--- src/rtl/pdh_pkg.sv ---
package pdh_pkg;

	// Descriptor word offsets from the descriptor base address.
	localparam logic [31:0] DESC_LINK_OFS       = 32'h0000_0000;
	localparam logic [31:0] DESC_CMD_OFS        = 32'h0000_0004;
	localparam logic [31:0] DESC_PTR_OFS        = 32'h0000_0008;
	localparam logic [31:0] DESC_PTR_LEGACY_OFS = 32'h0000_000c;
	localparam logic [31:0] WORD_ALIGN_MASK     = 32'hffff_fffc;

	// Command/status word layout.
	localparam int CS_OWN     = 31;
	localparam int CS_MORE    = 30;
	localparam int CS_COMPLETION_IRQ_REQUEST    = 29;
	localparam int CS_FCS     = 28;
	localparam int CS_OK      = 27;
	localparam int CS_STAT_HI = 26;
	localparam int CS_STAT_LO = 16;
	localparam int CS_RSV_HI  = 15;
	localparam int CS_RSV_LO  = 12;
	localparam int CS_SIZE_HI = 11;
	localparam int STAT_W     = CS_STAT_HI - CS_STAT_LO + 1;
	localparam int SIZE_W     = CS_SIZE_HI + 1;
	localparam int RSV_W      = CS_RSV_HI - CS_RSV_LO + 1;

	// Register byte addresses.
	localparam logic [7:0] REG_CTRL   = 8'h00;
	localparam logic [7:0] REG_TX_PTR = 8'h04;
	localparam logic [7:0] REG_RX_PTR = 8'h08;
	localparam logic [7:0] REG_STATUS = 8'h0c;
	localparam logic [7:0] REG_MASK   = 8'h10;
	localparam logic [7:0] REG_STATE  = 8'h14;

	// Control register fields.
	localparam int CTRL_TX_GO  = 0;
	localparam int CTRL_RX_GO  = 1;
	localparam int CTRL_LEGACY = 2;

	// Event bits of the status and mask registers.
	localparam int EV_TX_DESC = 0;
	localparam int EV_RX_DESC = 1;
	localparam int EV_TX_IDLE = 2;
	localparam int EV_RX_IDLE = 3;
	localparam int EV_W       = 4;

	localparam logic [31:0] RESET_WORD = 32'h0000_0000;

	typedef enum logic [2:0] {
		PDH_IDLE,
		PDH_RD_CMD,
		PDH_RD_PTR,
		PDH_RD_LINK,
		PDH_FRAG,
		PDH_WR_CMD
	} pdh_state_t;

endpackage

--- src/rtl/pdh_event_reg.sv ---
module pdh_event_reg #(
	parameter int W = 4
) (
	// Clock and reset.
	input  wire logic         clk_in,
	input  wire logic         rst_n_in,
	// Event sources and software access.
	input  wire logic [W-1:0] set_in,
	input  wire logic [W-1:0] clr_in,
	input  wire logic         mask_we_in,
	input  wire logic [W-1:0] mask_in,
	// State and interrupt.
	output logic      [W-1:0] status_out,
	output logic      [W-1:0] mask_out,
	output logic              irq_out
);

	logic [W-1:0] status_q;
	logic [W-1:0] status_d;
	logic [W-1:0] mask_q;
	logic [W-1:0] mask_d;
	logic         irq_q;
	logic         irq_d;

	// A hardware set in the same cycle as a write-one clear keeps the bit set.
	for (genvar i = 0; i < W; i++) begin : g_bit
		always_comb begin
			status_d[i] = set_in[i] | (status_q[i] & ~clr_in[i]);
			mask_d[i]   = mask_we_in ? mask_in[i] : mask_q[i];
		end
	end

	always_comb begin
		irq_d = |(status_d & mask_d);
	end

	always_ff @(posedge clk_in or negedge rst_n_in) begin
		if (!rst_n_in) begin
			status_q <= '0;
			mask_q   <= '0;
			irq_q    <= 1'b0;
		end else begin
			status_q <= status_d;
			mask_q   <= mask_d;
			irq_q    <= irq_d;
		end
	end

	assign status_out = status_q;
	assign mask_out   = mask_q;
	assign irq_out    = irq_q;

endmodule

--- src/rtl/pdh_top.sv ---
module pdh_top (
	// Clock and reset.
	input  wire logic        clk_in,
	input  wire logic        rst_n_in,
	// Avalon-MM register slave.
	input  wire logic [7:0]  avs_address_in,
	input  wire logic        avs_read_in,
	input  wire logic        avs_write_in,
	input  wire logic [31:0] avs_writedata_in,
	output logic      [31:0] avs_readdata_out,
	output logic             avs_waitrequest_out,
	// Descriptor memory master.
	output logic             mem_read_out,
	output logic             mem_write_out,
	output logic      [31:0] mem_addr_out,
	output logic      [31:0] mem_wdata_out,
	input  wire logic        mem_ack_in,
	input  wire logic [31:0] mem_rdata_in,
	// Fragment handoff to the data path.
	output logic             frag_valid_out,
	output logic             frag_tx_out,
	output logic      [31:0] frag_addr_out,
	output logic      [11:0] frag_len_out,
	output logic             frag_last_out,
	output logic             fcs_append_inhibit_out,
	input  wire logic        frag_done_in,
	input  wire logic        frag_ok_in,
	input  wire logic        frag_last_in,
	input  wire logic [11:0] frag_len_in,
	input  wire logic [10:0] frag_stat_in,
	// Interrupt.
	output logic             completion_irq_request_out
);

	pdh_pkg::pdh_state_t state_q, state_d;

	logic        dir_tx_q, dir_tx_d;
	logic        last_tx_q, last_tx_d;
	logic        tx_act_q, tx_act_d;
	logic        rx_act_q, rx_act_d;
	logic        legacy_layout_select_q, legacy_layout_select_d;
	logic [31:0] tx_cur_q, tx_cur_d;
	logic [31:0] rx_cur_q, rx_cur_d;
	logic [31:0] cmd_q, cmd_d;
	logic [31:0] link_q, link_d;
	logic        mem_read_q, mem_read_d;
	logic        mem_write_q, mem_write_d;
	logic [31:0] mem_addr_q, mem_addr_d;
	logic [31:0] mem_wdata_q, mem_wdata_d;
	logic        frag_valid_q, frag_valid_d;
	logic [31:0] frag_addr_q, frag_addr_d;
	logic [11:0] frag_len_q, frag_len_d;
	logic        frag_last_q, frag_last_d;
	logic        fcs_inhibit_q, fcs_inhibit_d;
	logic        wait_q, wait_d;
	logic [31:0] rdata_q, rdata_d;

	logic                    wr_hit;
	logic                    rd_take;
	logic [31:0]             cur;
	logic [31:0]             ptr_ofs;
	logic                    owned;
	logic                    pick_tx;
	logic [pdh_pkg::EV_W-1:0] ev_set;
	logic [pdh_pkg::EV_W-1:0] ev_clr;
	logic [pdh_pkg::EV_W-1:0] ev_status;
	logic [pdh_pkg::EV_W-1:0] ev_mask;
	logic                    irq;

	// The bus answers one cycle after a request: waitrequest drops for one cycle.
	always_comb begin
		wr_hit  = avs_write_in && !wait_q;
		rd_take = avs_read_in && wait_q;
		wait_d  = !((avs_read_in || avs_write_in) && wait_q);
		rdata_d = rdata_q;
		if (rd_take) begin
			unique case (avs_address_in)
				pdh_pkg::REG_CTRL: begin
					rdata_d = {29'h0, legacy_layout_select_q, rx_act_q, tx_act_q};
				end
				pdh_pkg::REG_TX_PTR: begin
					rdata_d = tx_cur_q;
				end
				pdh_pkg::REG_RX_PTR: begin
					rdata_d = rx_cur_q;
				end
				pdh_pkg::REG_STATUS: begin
					rdata_d = {28'h000_0000, ev_status};
				end
				pdh_pkg::REG_MASK: begin
					rdata_d = {28'h000_0000, ev_mask};
				end
				pdh_pkg::REG_STATE: begin
					rdata_d = {27'h0, dir_tx_q, 1'b0, state_q};
				end
				default: begin
					rdata_d = pdh_pkg::RESET_WORD;
				end
			endcase
		end
	end

	always_ff @(posedge clk_in or negedge rst_n_in) begin
		if (!rst_n_in) begin
			wait_q  <= 1'b1;
			rdata_q <= pdh_pkg::RESET_WORD;
		end else begin
			wait_q  <= wait_d;
			rdata_q <= rdata_d;
		end
	end

	// Descriptor engine shared by the transmit and receive lists.
	always_comb begin
		state_d                = state_q;
		dir_tx_d               = dir_tx_q;
		last_tx_d              = last_tx_q;
		tx_act_d               = tx_act_q;
		rx_act_d               = rx_act_q;
		legacy_layout_select_d = legacy_layout_select_q;
		tx_cur_d               = tx_cur_q;
		rx_cur_d               = rx_cur_q;
		cmd_d                  = cmd_q;
		link_d                 = link_q;
		mem_read_d             = mem_read_q;
		mem_write_d            = mem_write_q;
		mem_addr_d             = mem_addr_q;
		mem_wdata_d            = mem_wdata_q;
		frag_valid_d           = frag_valid_q;
		frag_addr_d            = frag_addr_q;
		frag_len_d             = frag_len_q;
		frag_last_d            = frag_last_q;
		fcs_inhibit_d          = fcs_inhibit_q;
		ev_set                 = '0;
		cur                    = dir_tx_q ? tx_cur_q : rx_cur_q;
		ptr_ofs                = legacy_layout_select_q ? pdh_pkg::DESC_PTR_LEGACY_OFS
		                                                : pdh_pkg::DESC_PTR_OFS;
		// The device owns transmit words at one and receive words at zero.
		owned                  = mem_rdata_in[pdh_pkg::CS_OWN] == dir_tx_q;
		pick_tx                = tx_act_q && (!rx_act_q || !last_tx_q);
		unique case (state_q)
			pdh_pkg::PDH_IDLE: begin
				if (tx_act_q || rx_act_q) begin
					dir_tx_d   = pick_tx;
					mem_read_d = 1'b1;
					mem_addr_d = (pick_tx ? tx_cur_q : rx_cur_q) + pdh_pkg::DESC_CMD_OFS;
					state_d    = pdh_pkg::PDH_RD_CMD;
				end
			end
			pdh_pkg::PDH_RD_CMD: begin
				if (mem_ack_in) begin
					cmd_d = mem_rdata_in;
					if (owned) begin
						mem_addr_d = cur + ptr_ofs;
						state_d    = pdh_pkg::PDH_RD_PTR;
					end else begin
						mem_read_d = 1'b0;
						if (dir_tx_q) begin
							tx_act_d                   = 1'b0;
							ev_set[pdh_pkg::EV_TX_IDLE] = 1'b1;
						end else begin
							rx_act_d                   = 1'b0;
							ev_set[pdh_pkg::EV_RX_IDLE] = 1'b1;
						end
						state_d = pdh_pkg::PDH_IDLE;
					end
				end
			end
			pdh_pkg::PDH_RD_PTR: begin
				if (mem_ack_in) begin
					// Receive buffers are word aligned; transmit may start on any byte.
					frag_addr_d = dir_tx_q ? mem_rdata_in
					                       : (mem_rdata_in & pdh_pkg::WORD_ALIGN_MASK);
					mem_addr_d  = cur + pdh_pkg::DESC_LINK_OFS;
					state_d     = pdh_pkg::PDH_RD_LINK;
				end
			end
			pdh_pkg::PDH_RD_LINK: begin
				if (mem_ack_in) begin
					mem_read_d    = 1'b0;
					link_d        = mem_rdata_in & pdh_pkg::WORD_ALIGN_MASK;
					// Exactly one fragment is handed out per descriptor.
					frag_valid_d  = 1'b1;
					frag_len_d    = cmd_q[pdh_pkg::CS_SIZE_HI:0];
					frag_last_d   = !cmd_q[pdh_pkg::CS_MORE];
					fcs_inhibit_d = dir_tx_q && cmd_q[pdh_pkg::CS_FCS];
					state_d       = pdh_pkg::PDH_FRAG;
				end
			end
			pdh_pkg::PDH_FRAG: begin
				if (frag_done_in) begin
					frag_valid_d = 1'b0;
					mem_write_d  = 1'b1;
					mem_addr_d   = cur + pdh_pkg::DESC_CMD_OFS;
					if (dir_tx_q) begin
						mem_wdata_d = {1'b0, cmd_q[pdh_pkg::CS_MORE:pdh_pkg::CS_FCS],
						               !cmd_q[pdh_pkg::CS_MORE] && frag_ok_in,
						               frag_stat_in,
						               {pdh_pkg::RSV_W{1'b0}},
						               cmd_q[pdh_pkg::CS_SIZE_HI:0]};
					end else begin
						mem_wdata_d = {1'b1, !frag_last_in, cmd_q[pdh_pkg::CS_COMPLETION_IRQ_REQUEST],
						               1'b1,
						               frag_last_in && frag_ok_in,
						               frag_stat_in,
						               {pdh_pkg::RSV_W{1'b0}},
						               frag_len_in};
					end
					state_d = pdh_pkg::PDH_WR_CMD;
				end
			end
			pdh_pkg::PDH_WR_CMD: begin
				if (mem_ack_in) begin
					mem_write_d = 1'b0;
					last_tx_d   = dir_tx_q;
					if (dir_tx_q) begin
						tx_cur_d                   = link_q;
						ev_set[pdh_pkg::EV_TX_DESC] = cmd_q[pdh_pkg::CS_COMPLETION_IRQ_REQUEST];
					end else begin
						rx_cur_d                   = link_q;
						ev_set[pdh_pkg::EV_RX_DESC] = cmd_q[pdh_pkg::CS_COMPLETION_IRQ_REQUEST];
					end
					state_d = pdh_pkg::PDH_IDLE;
				end
			end
		endcase
		// Software writes take effect last, so a go request wins over an idle stop.
		if (wr_hit) begin
			unique case (avs_address_in)
				pdh_pkg::REG_CTRL: begin
					tx_act_d               = tx_act_d | avs_writedata_in[pdh_pkg::CTRL_TX_GO];
					rx_act_d               = rx_act_d | avs_writedata_in[pdh_pkg::CTRL_RX_GO];
					legacy_layout_select_d = avs_writedata_in[pdh_pkg::CTRL_LEGACY];
				end
				pdh_pkg::REG_TX_PTR: begin
					tx_cur_d = avs_writedata_in & pdh_pkg::WORD_ALIGN_MASK;
				end
				pdh_pkg::REG_RX_PTR: begin
					rx_cur_d = avs_writedata_in & pdh_pkg::WORD_ALIGN_MASK;
				end
				default: begin
				end
			endcase
		end
	end

	assign ev_clr = (wr_hit && avs_address_in == pdh_pkg::REG_STATUS)
	                ? avs_writedata_in[pdh_pkg::EV_W-1:0] : '0;

	always_ff @(posedge clk_in or negedge rst_n_in) begin
		if (!rst_n_in) begin
			state_q                <= pdh_pkg::PDH_IDLE;
			dir_tx_q               <= 1'b0;
			last_tx_q              <= 1'b0;
			tx_act_q               <= 1'b0;
			rx_act_q               <= 1'b0;
			legacy_layout_select_q <= 1'b0;
			tx_cur_q               <= pdh_pkg::RESET_WORD;
			rx_cur_q               <= pdh_pkg::RESET_WORD;
			cmd_q                  <= pdh_pkg::RESET_WORD;
			link_q                 <= pdh_pkg::RESET_WORD;
			mem_read_q             <= 1'b0;
			mem_write_q            <= 1'b0;
			mem_addr_q             <= pdh_pkg::RESET_WORD;
			mem_wdata_q            <= pdh_pkg::RESET_WORD;
			frag_valid_q           <= 1'b0;
			frag_addr_q            <= pdh_pkg::RESET_WORD;
			frag_len_q             <= '0;
			frag_last_q            <= 1'b0;
			fcs_inhibit_q          <= 1'b0;
		end else begin
			state_q                <= state_d;
			dir_tx_q               <= dir_tx_d;
			last_tx_q              <= last_tx_d;
			tx_act_q               <= tx_act_d;
			rx_act_q               <= rx_act_d;
			legacy_layout_select_q <= legacy_layout_select_d;
			tx_cur_q               <= tx_cur_d;
			rx_cur_q               <= rx_cur_d;
			cmd_q                  <= cmd_d;
			link_q                 <= link_d;
			mem_read_q             <= mem_read_d;
			mem_write_q            <= mem_write_d;
			mem_addr_q             <= mem_addr_d;
			mem_wdata_q            <= mem_wdata_d;
			frag_valid_q           <= frag_valid_d;
			frag_addr_q            <= frag_addr_d;
			frag_len_q             <= frag_len_d;
			frag_last_q            <= frag_last_d;
			fcs_inhibit_q          <= fcs_inhibit_d;
		end
	end

	pdh_event_reg #(
		.W (pdh_pkg::EV_W)
	) u_events (
		.clk_in     (clk_in),
		.rst_n_in   (rst_n_in),
		.set_in     (ev_set),
		.clr_in     (ev_clr),
		.mask_we_in (wr_hit && avs_address_in == pdh_pkg::REG_MASK),
		.mask_in    (avs_writedata_in[pdh_pkg::EV_W-1:0]),
		.status_out (ev_status),
		.mask_out   (ev_mask),
		.irq_out    (irq)
	);

	assign avs_readdata_out           = rdata_q;
	assign avs_waitrequest_out        = wait_q;
	assign mem_read_out               = mem_read_q;
	assign mem_write_out              = mem_write_q;
	assign mem_addr_out               = mem_addr_q;
	assign mem_wdata_out              = mem_wdata_q;
	assign frag_valid_out             = frag_valid_q;
	assign frag_tx_out                = dir_tx_q;
	assign frag_addr_out              = frag_addr_q;
	assign frag_len_out               = frag_len_q;
	assign frag_last_out              = frag_last_q;
	assign fcs_append_inhibit_out     = fcs_inhibit_q;
	assign completion_irq_request_out = irq;

endmodule

--- config.mk ---
export PLATFORM = sky130hd
export DESIGN_NAME = pdh_top
export DESIGN_NICKNAME = d
export VERILOG_FILES = /design/src/rtl/pdh_pkg.sv /design/src/rtl/pdh_event_reg.sv /design/src/rtl/pdh_top.sv
export SDC_FILE = /design/constraint.sdc
export NUM_CORES = 1
export LEC_CHECK = 0
export ABC_AREA = 1
export BUFFER_PORTS_ARGS = -buffer_cell sky130_fd_sc_hd__buf_2
export CAP_MARGIN = 20
export CORE_MARGIN = 2
export CORE_UTILIZATION = 30
export CTS_BUF_LIST = sky130_fd_sc_hd__clkbuf_16
export DETAILED_ROUTE_END_ITERATION = 12
export PLACE_DENSITY = 0.55
export SYNTH_ARGS = -nofsm -noshare
export SYNTH_HDL_FRONTEND = slang
export SYNTH_SLANG_ARGS = --single-unit
export TNS_END_PERCENT = 1
--- constraint.sdc ---
create_clock -name clk_in -period 3.2 [get_ports clk_in]
set_input_delay 0.16 -clock clk_in [delete_from_list [all_inputs] [get_ports clk_in]]
set_output_delay 0.16 -clock clk_in [all_outputs]
set_load 0.05 [all_outputs]
; ---- Word-level counts from Yosys, hierarchy flattened
; Index checks and enable logic that the tools add are counted.
[op_classes]
n_addsub = 3
eq_ne = 19
muxes = 66
bitwise_logic = 15
reduce_logical = 37
[op_table]
columns = operator, count
row1 = two-way mux 32 bit, 18
row2 = case mux 32 bit (6 select lines), 1
row3 = case mux 32 bit (4 select lines), 1
row4 = adder 32 x 3 -> 32 bit (second input constant), 2
row5 = adder 32 x 4 -> 32 bit, 1
row6 = two-way mux 1 bit, 27
row7 = two-way mux 3 bit, 7
row8 = case mux 3 bit (6 select lines), 1
row9 = equality test 8 x 4 -> 1 bit (second input constant), 2
row10 = equality test 8 x 5 -> 1 bit (second input constant), 2
row11 = inequality test 2 bit (second input constant), 8
row12 = two-way mux 2 bit, 7
row13 = AND reduction 2 bit, 7
row14 = AND reduction 6 bit, 2
row15 = logical AND 1 bit, 9
row16 = equality test 8 x 3 -> 1 bit (second input constant), 1
row17 = zero test 8 bit, 1
row18 = equality test 3 x 2 -> 1 bit (second input constant), 2
row19 = equality test 3 bit (second input constant), 2
row20 = zero test 1 bit, 6
row21 = bitwise OR 1 bit, 6
row22 = AND reduction 3 bit, 2
row23 = AND reduction 5 bit, 1
row24 = bitwise AND 1 bit, 4
row25 = 13 further kinds, 20
[totals]
ff_bits = 288
in_bits = 103
output_inout_bits = 148
wordCells = 164

; ---- Depth between registers and ports, before layout
; Gate-level depths: netlist of run 1.
[depth]
depth_word = 9
ltp_mapped = 21
mapped_depth_nobuf = 19

; ---- By module
; From an unflattened synthesis of run 1, not the netlist that was laid out.
[hier_totals]
hier_cells = 2070
hier_area_um2 = 14854.2
[modules_own_cells]
columns = module, instances, cells_each, area_per_inst_um2, seq_area_each_um2
row1 = pdh_top, 1, 2023, 14476.4, 6482.5
row2 = pdh_event_reg, 1, 47, 377.9, 225.2

; ---- Worst setup path before layout of run 1
; Ideal clock, no wire load.
[synth_timing]
path_type = reg-to-reg
start = register dir_tx_q (netlist: frag_tx_out)
end = register mem_addr_q[20] (netlist: mem_addr_out[20])
setup_ns = 0.122
t_arrival_ns = 2.601
required_time_ns = 3.078
slack_ns = 0.477
path_stages_with_launch = 19
path_buffers = 2
synth_period_minus_slack_ns = 2.723
cell_sequence = dfrtp_1 buf_6 buf_8 nand2_1 o21a_1 inv_1 ha_1 inv_1 ha_1 inv_1 nand2_1 nor2_2 nand2_2 nor2_4 nand3_1 o21ai_1 nand2_1 a21oi_1 a21oi_1
[synth_between]
elab_chain_len = 5
elab_cells_between_ends = 11
cone_classes = add/sub: 2 / eq/ne: 2 / mux: 6 / reduce/logical: 1
[synth_rtl]
columns = element, line_no
row1 = "start, declared", pdh_top.sv:37  ; logic dir_tx_q, dir_tx_d;
row2 = "start signal, assigned", pdh_top.sv:273  ; dir_tx_q <= dir_tx_d;
row3 = two-way mux 32 bit, pdh_top.sv:135  ; cur = dir_tx_q ? tx_cur_q : rx_cur_q;
row4 = adder 32 x 4 -> 32 bit, pdh_top.sv:154  ; mem_addr_d = cur + ptr_ofs;
row5 = two-way mux 32 bit, pdh_top.sv:153  ; if (owned) begin
row6 = two-way mux 32 bit, pdh_top.sv:151  ; if (mem_ack_in) begin
row7 = case mux 32 bit (4 select lines), pdh_top.sv:141  ; unique case (state_q)
row8 = "end signal, assigned", pdh_top.sv:264  ; mem_addr_q <= pdh_pkg::RESET_WORD;
row9 = "end signal, assigned", pdh_top.sv:284  ; mem_addr_q <= mem_addr_d;
row10 = "end, declared", pdh_top.sv:48  ; logic [31:0] mem_addr_q, mem_addr_d;
; Parallel ways exist; a longest one is shown, timed or not. The select of a mux whose other input is x is not followed.
; A chain may end at the register's enable or synchronous reset.

; ---- Worst setup path in the final report of run 1
[layout_timing]
start = register dir_tx_q (netlist: frag_tx_out)
end = register mem_addr_q[11] (netlist: mem_addr_out[11])
; Same word-level chain as after synthesis.

==> out/qor.txt, run 1 <==
Starting Density: 30.3%
most frequent cells in the layout: nand2_1 (680), dfrtp_1 (266), buf_2 (245)
total internal power: 0.00949 W
RSZ-0062 raised after global routing: no
first-pass GRT wire length: 84900 µm
# clock sinks: 268
global route overflow: 0
mapped cell area: 14700 µm²
Vias/cell: 4.93
GR Util met2: 34.6%
Layout area overhead: 25.5%
Slew Limit Headroom: 37.0%
post-synth top area cell: dfrtp_1
Net Sw Power: 0.0107 W
status: complete, no violations
final net count: 2453
post-synth cell types: 48
Gate power share: 55.4%
dominant synthesized flop cell: dfrtp_1
CTS tree: built
deepest clock path buffer count: 3
Slew Limit Fails: 0
DRT iter0 DRCs: 979
Hold Path Class: input port to register
Max Cap Viol: 0
vias in the first global route: 14346
GR peak layer: met2
commonest non-fill, non-tap cell in the layout: nand2_1
DIE HEIGHT: 226 µm
initial antenna violation count: 4
register-to-register setup slack: 480 ps
WL final: 55000 µm
Fillers: 5136
Ys Warns: 0
die width: 226 µm
# DRC: 0
Gate Count Post-Synth: 2038
leakage: 9.53 nW
Critical R2R Capture: mem_addr_out[11]
part of the power in registers: 28.0%
CTS resizes: 0
crit path max-delay cell type: dfrtp_4
PortBufs: 246
io pins: 251
Final Wtd Congestion: 0.894
Hold WS: 28.6 ps
Post-CTS Setup Repair Bufs: 0
Syn Area/Cell: 7.22 µm²
FMAX: 0.368 GHz
CP Max Fanout: 28
routed length per instance: 18.4 µm
largest net degree at the start of global routing: 89
crit path kind: register to register
Vias: 14755
GR Util met3: 4.04%
synthesized flop and latch total: 268
cells on worst reg2reg path: 8
Crit. Startpoint: frag_tx_out
GRT Util Overall: 21.6%
Critical path destination: mem_addr_out[11]
Clock Pin Slew Worst Setup and Hold Paths: 70 ps
met1 Resource Use GR: 29.5%
core area: 48600 µm²
# hold bufs at CTS: 92
critical path startpoint category: register
Worst Path Arrival: 3160 ps
Post-synth EDFFs: 0
proportion of netlist area held by the largest area contributor: 45.4%
total CTS buffers: 31
final hold violation count: 0
Row Count: 81
share of layout cells above drive strength 1: 16.5%
H-tree depth: 1
sw frac: 53.0%
Worst-Skew Late Latency: 590 ps
TNS Setup: 0 ps
Die Area: 50900 µm²
Crit. End Element: register
hold path depth: 4
Post-synth ARST share: 100%
CP Cell Sequence: o21ai_1, nand2_1, nor2_1, nand2_1, nor2_2, a21oi_1, nor3_1, a21oi_1
first drt pass iteration count: 5
Reg-to-Reg Start: frag_tx_out
Final min period: 2720 ps
clock root buffer master: clkbuf_16
diode count: 0
clock group share of total power: 16.5%
crit share post-route: 85.0%
power per cell area: 1090 nW/µm²
IR drop worst, VDD: 0.694 mV
final setup vio count: 0
post-synthesis sequential area ratio: 45.6%
Area contributors post-synth: dfrtp_1 (45%), nand2_1 (17%), o21ai_0 (7.8%)
Critical Path RT: 3640 ps
Critical Path Max Stage Delay: 620 ps
Slew @ Worst Pin: 944 ps
clock skew: 12.1 ps
Routed Antenna Nets: 0
dpl hpwl: 40100 µm
-- power by group through the flow --
stage / combinational [W] / clock, W / sequential, W
floorplan: 0.00574 / 0 / 0.00766
global placement: 0.0110 / 0 / 0.00567
detailed placement: 0.0110 / 0 / 0.00569
CTS: 0.0111 / 0.00344 / 0.00566
global route: 0.0123 / 0.00357 / 0.00583
finish: 0.0112 / 0.00334 / 0.00566
-- Yosys cell counts (2+ instances only) --
cell and n:
a21oi_1 35, a22oi_1 3, a31oi_1 2, a41oi_1 4, and2_1 2, buf_1 3, buf_2 20, buf_4 8
buf_6 5, clkbuf_1 64, clkinv_1 3, dfrtp_1 267, ha_1 5, inv_1 222, inv_2 5, nand2_1 680
nand2_2 13, nand3_1 138, nand4_1 13, nor2_1 137, nor2_2 14, nor2_4 6, nor3_1 13, o211ai_1 33
o21a_1 4, o21ai_0 229, o21ai_1 17, o21ai_2 15, o21ai_4 2, o21bai_1 5, o22ai_1 33, o31ai_1 13
or2_2 6, xor2_1 5
-- logic make-up after synthesis --
| group | Yosys count | synth area share (%) |
|---|---|---|
| xor+xnor | 5 | 0.298 |
| flops | 268 | 45.6 |
| simple gates | 1028 | 28.9 |
| other cells | 1 | 0.0255 |
| fa+ha+maj | 5 | 0.425 |
| buf+inv | 331 | 9.15 |
| compound gates | 400 | 15.6 |
-- sequential cells by signal, summed over array words and instances, names as in the netlist, 3 cells and up --
register             flops
u_events.status_out      4
mem_addr_out            32
avs_readdata_out        32
frag_len_out            12
cmd_q                   15
frag_addr_out           32
tx_cur_q                32
link_q                  30
mem_wdata_out           28
rx_cur_q                32
u_events.mask_out        4
state_q                  3
-- critical path, delay by kind of cell (launching register included) --
kind / cells / cell delay [ps]
DFF: 1 / 620
AOI/OAI and AO/OA: 3 / 820
and+or+nand+nor: 5 / 1120
-- area by class of cell --
class,count,area [µm²],area share [%]
well taps,622,778,4.21
clock inverters,27,156,0.846
inverters,230,863,4.67
repair buffers,372,2500,13.6
multi-input cells,1442,6690,36.2
flip-flops and latches,268,6710,36.3
clock buffers,31,776,4.20
-- metrics by stage --
stage,instances,area (µm²),total power (W),utilization [%],setup slack [ps]
floorplan,2041,14700,0.0134,-,477
global placement,2842,16600,0.0166,34.2,506
detailed placement,2842,16600,0.0167,34.2,513
CTS,2992,18500,0.0202,38.0,510
global route,2992,18500,0.0217,38.0,248
finish,2992,18500,0.0202,38.0,480
-- how the worst min path moves through the flow --
stage,from,end
2_1_floorplan,rst_n_in,avs_readdata_out[0]
3_3_place_gp,rst_n_in,avs_readdata_out[14]
3_5_place_dp,rst_n_in,avs_readdata_out[11]
4_1_cts,frag_last_in,mem_wdata_out[30]
5_1_grt,frag_last_in,mem_wdata_out[30]
6_report,frag_last_in,mem_wdata_out[30]
-- per-layer routing --
metal  routed length [µm]  vias to the layer above
met5                   44                        -
met4                 1840                        6
met3                 3680                       91
met2                24900                      460
met1                24600                     7026
li1                     -                     7172
(Power assumes the default switching activity.)
==> run 2, diff against run 1 <==
Settings changed: PLACE_DENSITY 0.55 to 0.57.
Clock period 3.2 ns to 2.45 ns, I/O delays scaled along.
==> run 2 against run 1 <==
Setup slack worse by 440 ps. Sequential power is 29% higher. Clock-buffer cell count is 3 higher. Via count is 1.5% higher. Sequential share of layout area is 2.5 points lower. Critical endpoint is now mem_addr_out[26]. Largest power group unchanged.
==> out/qor.txt, run 2 (synthesis gave the netlist of run 1 again) <==
status: complete, no violations
Worst-Skew Late Latency: 570 ps (-20 ps)
Final Wtd Congestion: 0.881 (-1.5%)
deepest clock path buffer count: 3 (unchanged)
final net count: 2568 (+4.7%)
IR drop worst, VDD: 0.803 mV (+16%)
share of layout cells above drive strength 1: 22.7% (+6.2 points)
routed length per instance: 17.4 µm (-5.6%)
DIE HEIGHT: 226 µm (unchanged)
# clock sinks: 268 (unchanged)
Clock Pin Slew Worst Setup and Hold Paths: 60 ps (about the same)
WL final: 53900 µm (-2.0%)
first-pass GRT wire length: 83200 µm (-2.0%)
power per cell area: 1470 nW/µm² (+34%)
leakage: 10.2 nW (+7.1%)
Critical Path RT: 2940 ps (-700 ps)
io pins: 251 (unchanged)
RSZ-0062 raised after global routing: yes
vias in the first global route: 14335 (-0.077%)
commonest non-fill, non-tap cell in the layout: nand2_1
Slew Limit Headroom: 38.5% (+1.5 points)
GRT Util Overall: 21.1% (-0.48 points)
Layout area overhead: 35.0%
Die Area: 50900 µm² (unchanged)
TNS Setup: 0 ps (unchanged)
largest net degree at the start of global routing: 73 (-18%)
post-route setup slack: 39.5 ps (-441 ps)
critical path startpoint category: register
critical path buffer and inverter count: 2 (+2)
Starting Density: 30.3% (unchanged)
clock skew: 35.8 ps (+23.8 ps)
Slew Limit Fails: 0 (unchanged)
crit path kind: register to register
crit share post-route: 98.4% (+13 points)
Max Cap Viol: 0 (unchanged)
global route overflow: 0 (unchanged)
Critical Path Max Stage Delay: 520 ps (-100 ps)
CTS tree: built
Crit. End Element: register
# DRC: 0 (unchanged)
dpl hpwl: 39400 µm (-1.7%)
Vias: 14971 (+1.5%)
most frequent cells in the layout: nand2_1 (660), dfrtp_1 (266), buf_2 (245)
DP Worst Slack: -142 ps (-655 ps)
Worst Path Arrival: 2900 ps (-260 ps)
FMAX: 0.415 GHz (+13%)
Vias/cell: 4.82 (-2.3%)
post-route insts no fill: 3107 (+3.8%)
PortBufs: 246 (unchanged)
final setup vio count: 0 (unchanged)
CP Max Fanout: 28 (unchanged)
die width: 226 µm (unchanged)
H-tree depth: 2 (+1)
placed cells: 2944 (+3.6%)
first drt pass iteration count: 6 (+1)
Row Count: 81 (unchanged)
delay-heaviest family, CP: simple AND/OR/NAND/NOR gates
Crit path top cell by count: nand2_1
Routed Antenna Nets: 0 (unchanged)
core area: 48600 µm² (unchanged)
final hold violation count: 0 (unchanged)
Slew @ Worst Pin: 922 ps (-21.9 ps)
initial antenna violation count: 3 (-1)
CP Cell Sequence: buf_12, clkbuf_16, o21ai_4, nand2_1, nand2_2, nand2_2, nor2_2, nand3_1, nor2_4, nand2_1, nand2_1, nand3_1, a21oi_1
crit path max-delay cell type: dfrtp_4
Final min period: 2410 ps (-309 ps)
DRT iter0 DRCs: 1023 (+4.5%)
Hold WS: 49.9 ps (+21.4 ps)
Hold Path Class: input port to register
Fillers: 5118 (-0.35%)
total CTS buffers: 34 (+9.7%)
clock root buffer master: clkbuf_16
[run 2: cell types whose count changed in the layout (fill, tap and decap cells not counted), moves of 4 or more]
| cell | before | now |
|---|---|---|
| inv_1 | 226 | 222 |
| nor2_4 | 7 | 12 |
| buf_4 | 27 | 126 |
| o21ai_1 | 17 | 12 |
| nor2_2 | 14 | 29 |
| nor2_1 | 136 | 116 |
| o21ai_4 | 2 | 9 |
| clkbuf_16 | 31 | 35 |
| nand2_2 | 13 | 31 |
| nand2_1 | 680 | 660 |
| buf_12 | 7 | 13 |
[run 2: metrics by stage]
step	util [%]	power, W	instance area [µm²]
3_5_place_dp	36.0	0.0234	17500
2_1_floorplan	-	0.0175	14800
6_report	40.8	0.0292	19900
4_1_cts	40.2	0.0287	19600
3_3_place_gp	36.0	0.0233	17500
5_1_grt	40.8	0.0313	19900
[run 2: worst paths after layout]
check / to / depth (start not counted) / from / slack (ps)
setup / recovery: mem_addr_out[26] / 13 / frag_tx_out / 40
hold reg to reg: frag_len_out[3] / 2 / frag_len_out[3] / 470
hold / removal: rx_act_q / 4 / avs_address_in[2] / 50
min in group asynchronous: mem_addr_out[18] / 2 / rst_n_in / 90
max in group asynchronous: cmd_q[6] / 3 / rst_n_in / 1520
setup reg to reg: mem_addr_out[26] / 13 / frag_tx_out / 40
[run 2: power by group]
part / total (W) / switching, W / internal, W / leakage (nW)
combinational: 0.0169 / 0.0114 / 0.00553 / 6.43
sequential: 0.00732 / 0.00113 / 0.00619 / 3.25
clock: 0.00493 / 0.00215 / 0.00278 / 0.529
[run 2: area by class of cell]
cell class / count / area, µm² / area share [%]
multi-input combinational: 1442 / 6960 / 35.0
antenna: 1 / 2.50 / 0.0126
sequential: 268 / 6710 / 33.8
clock inverter: 26 / 225 / 1.13
timing repair buffer: 484 / 3470 / 17.5
inverter: 230 / 868 / 4.37
clock buffer: 34 / 851 / 4.28
tap: 622 / 778 / 3.92
[run 2: worst min-delay path, stage by stage]
cell,delay (ps)
buf_2,120
nor3_1,110
nand2_1,130
o22ai_1,80
[run 2: routing by layer]
layer | GRT usage [%] | wire, µm
met5 | 0 | 24
met4 | 6.32 | 1230
met3 | 3.72 | 2680
met2 | 32.6 | 24100
met1 | 30.2 | 25900
[run 2: what timing repair did]
action	in CTS	in global routing
hold buffers	95	0
setup buffers	0	6
hold endpoints to repair	245	0
pin swaps	2	15
resized for setup	8	68
cloned	0	1
setup endpoints to repair	10	22
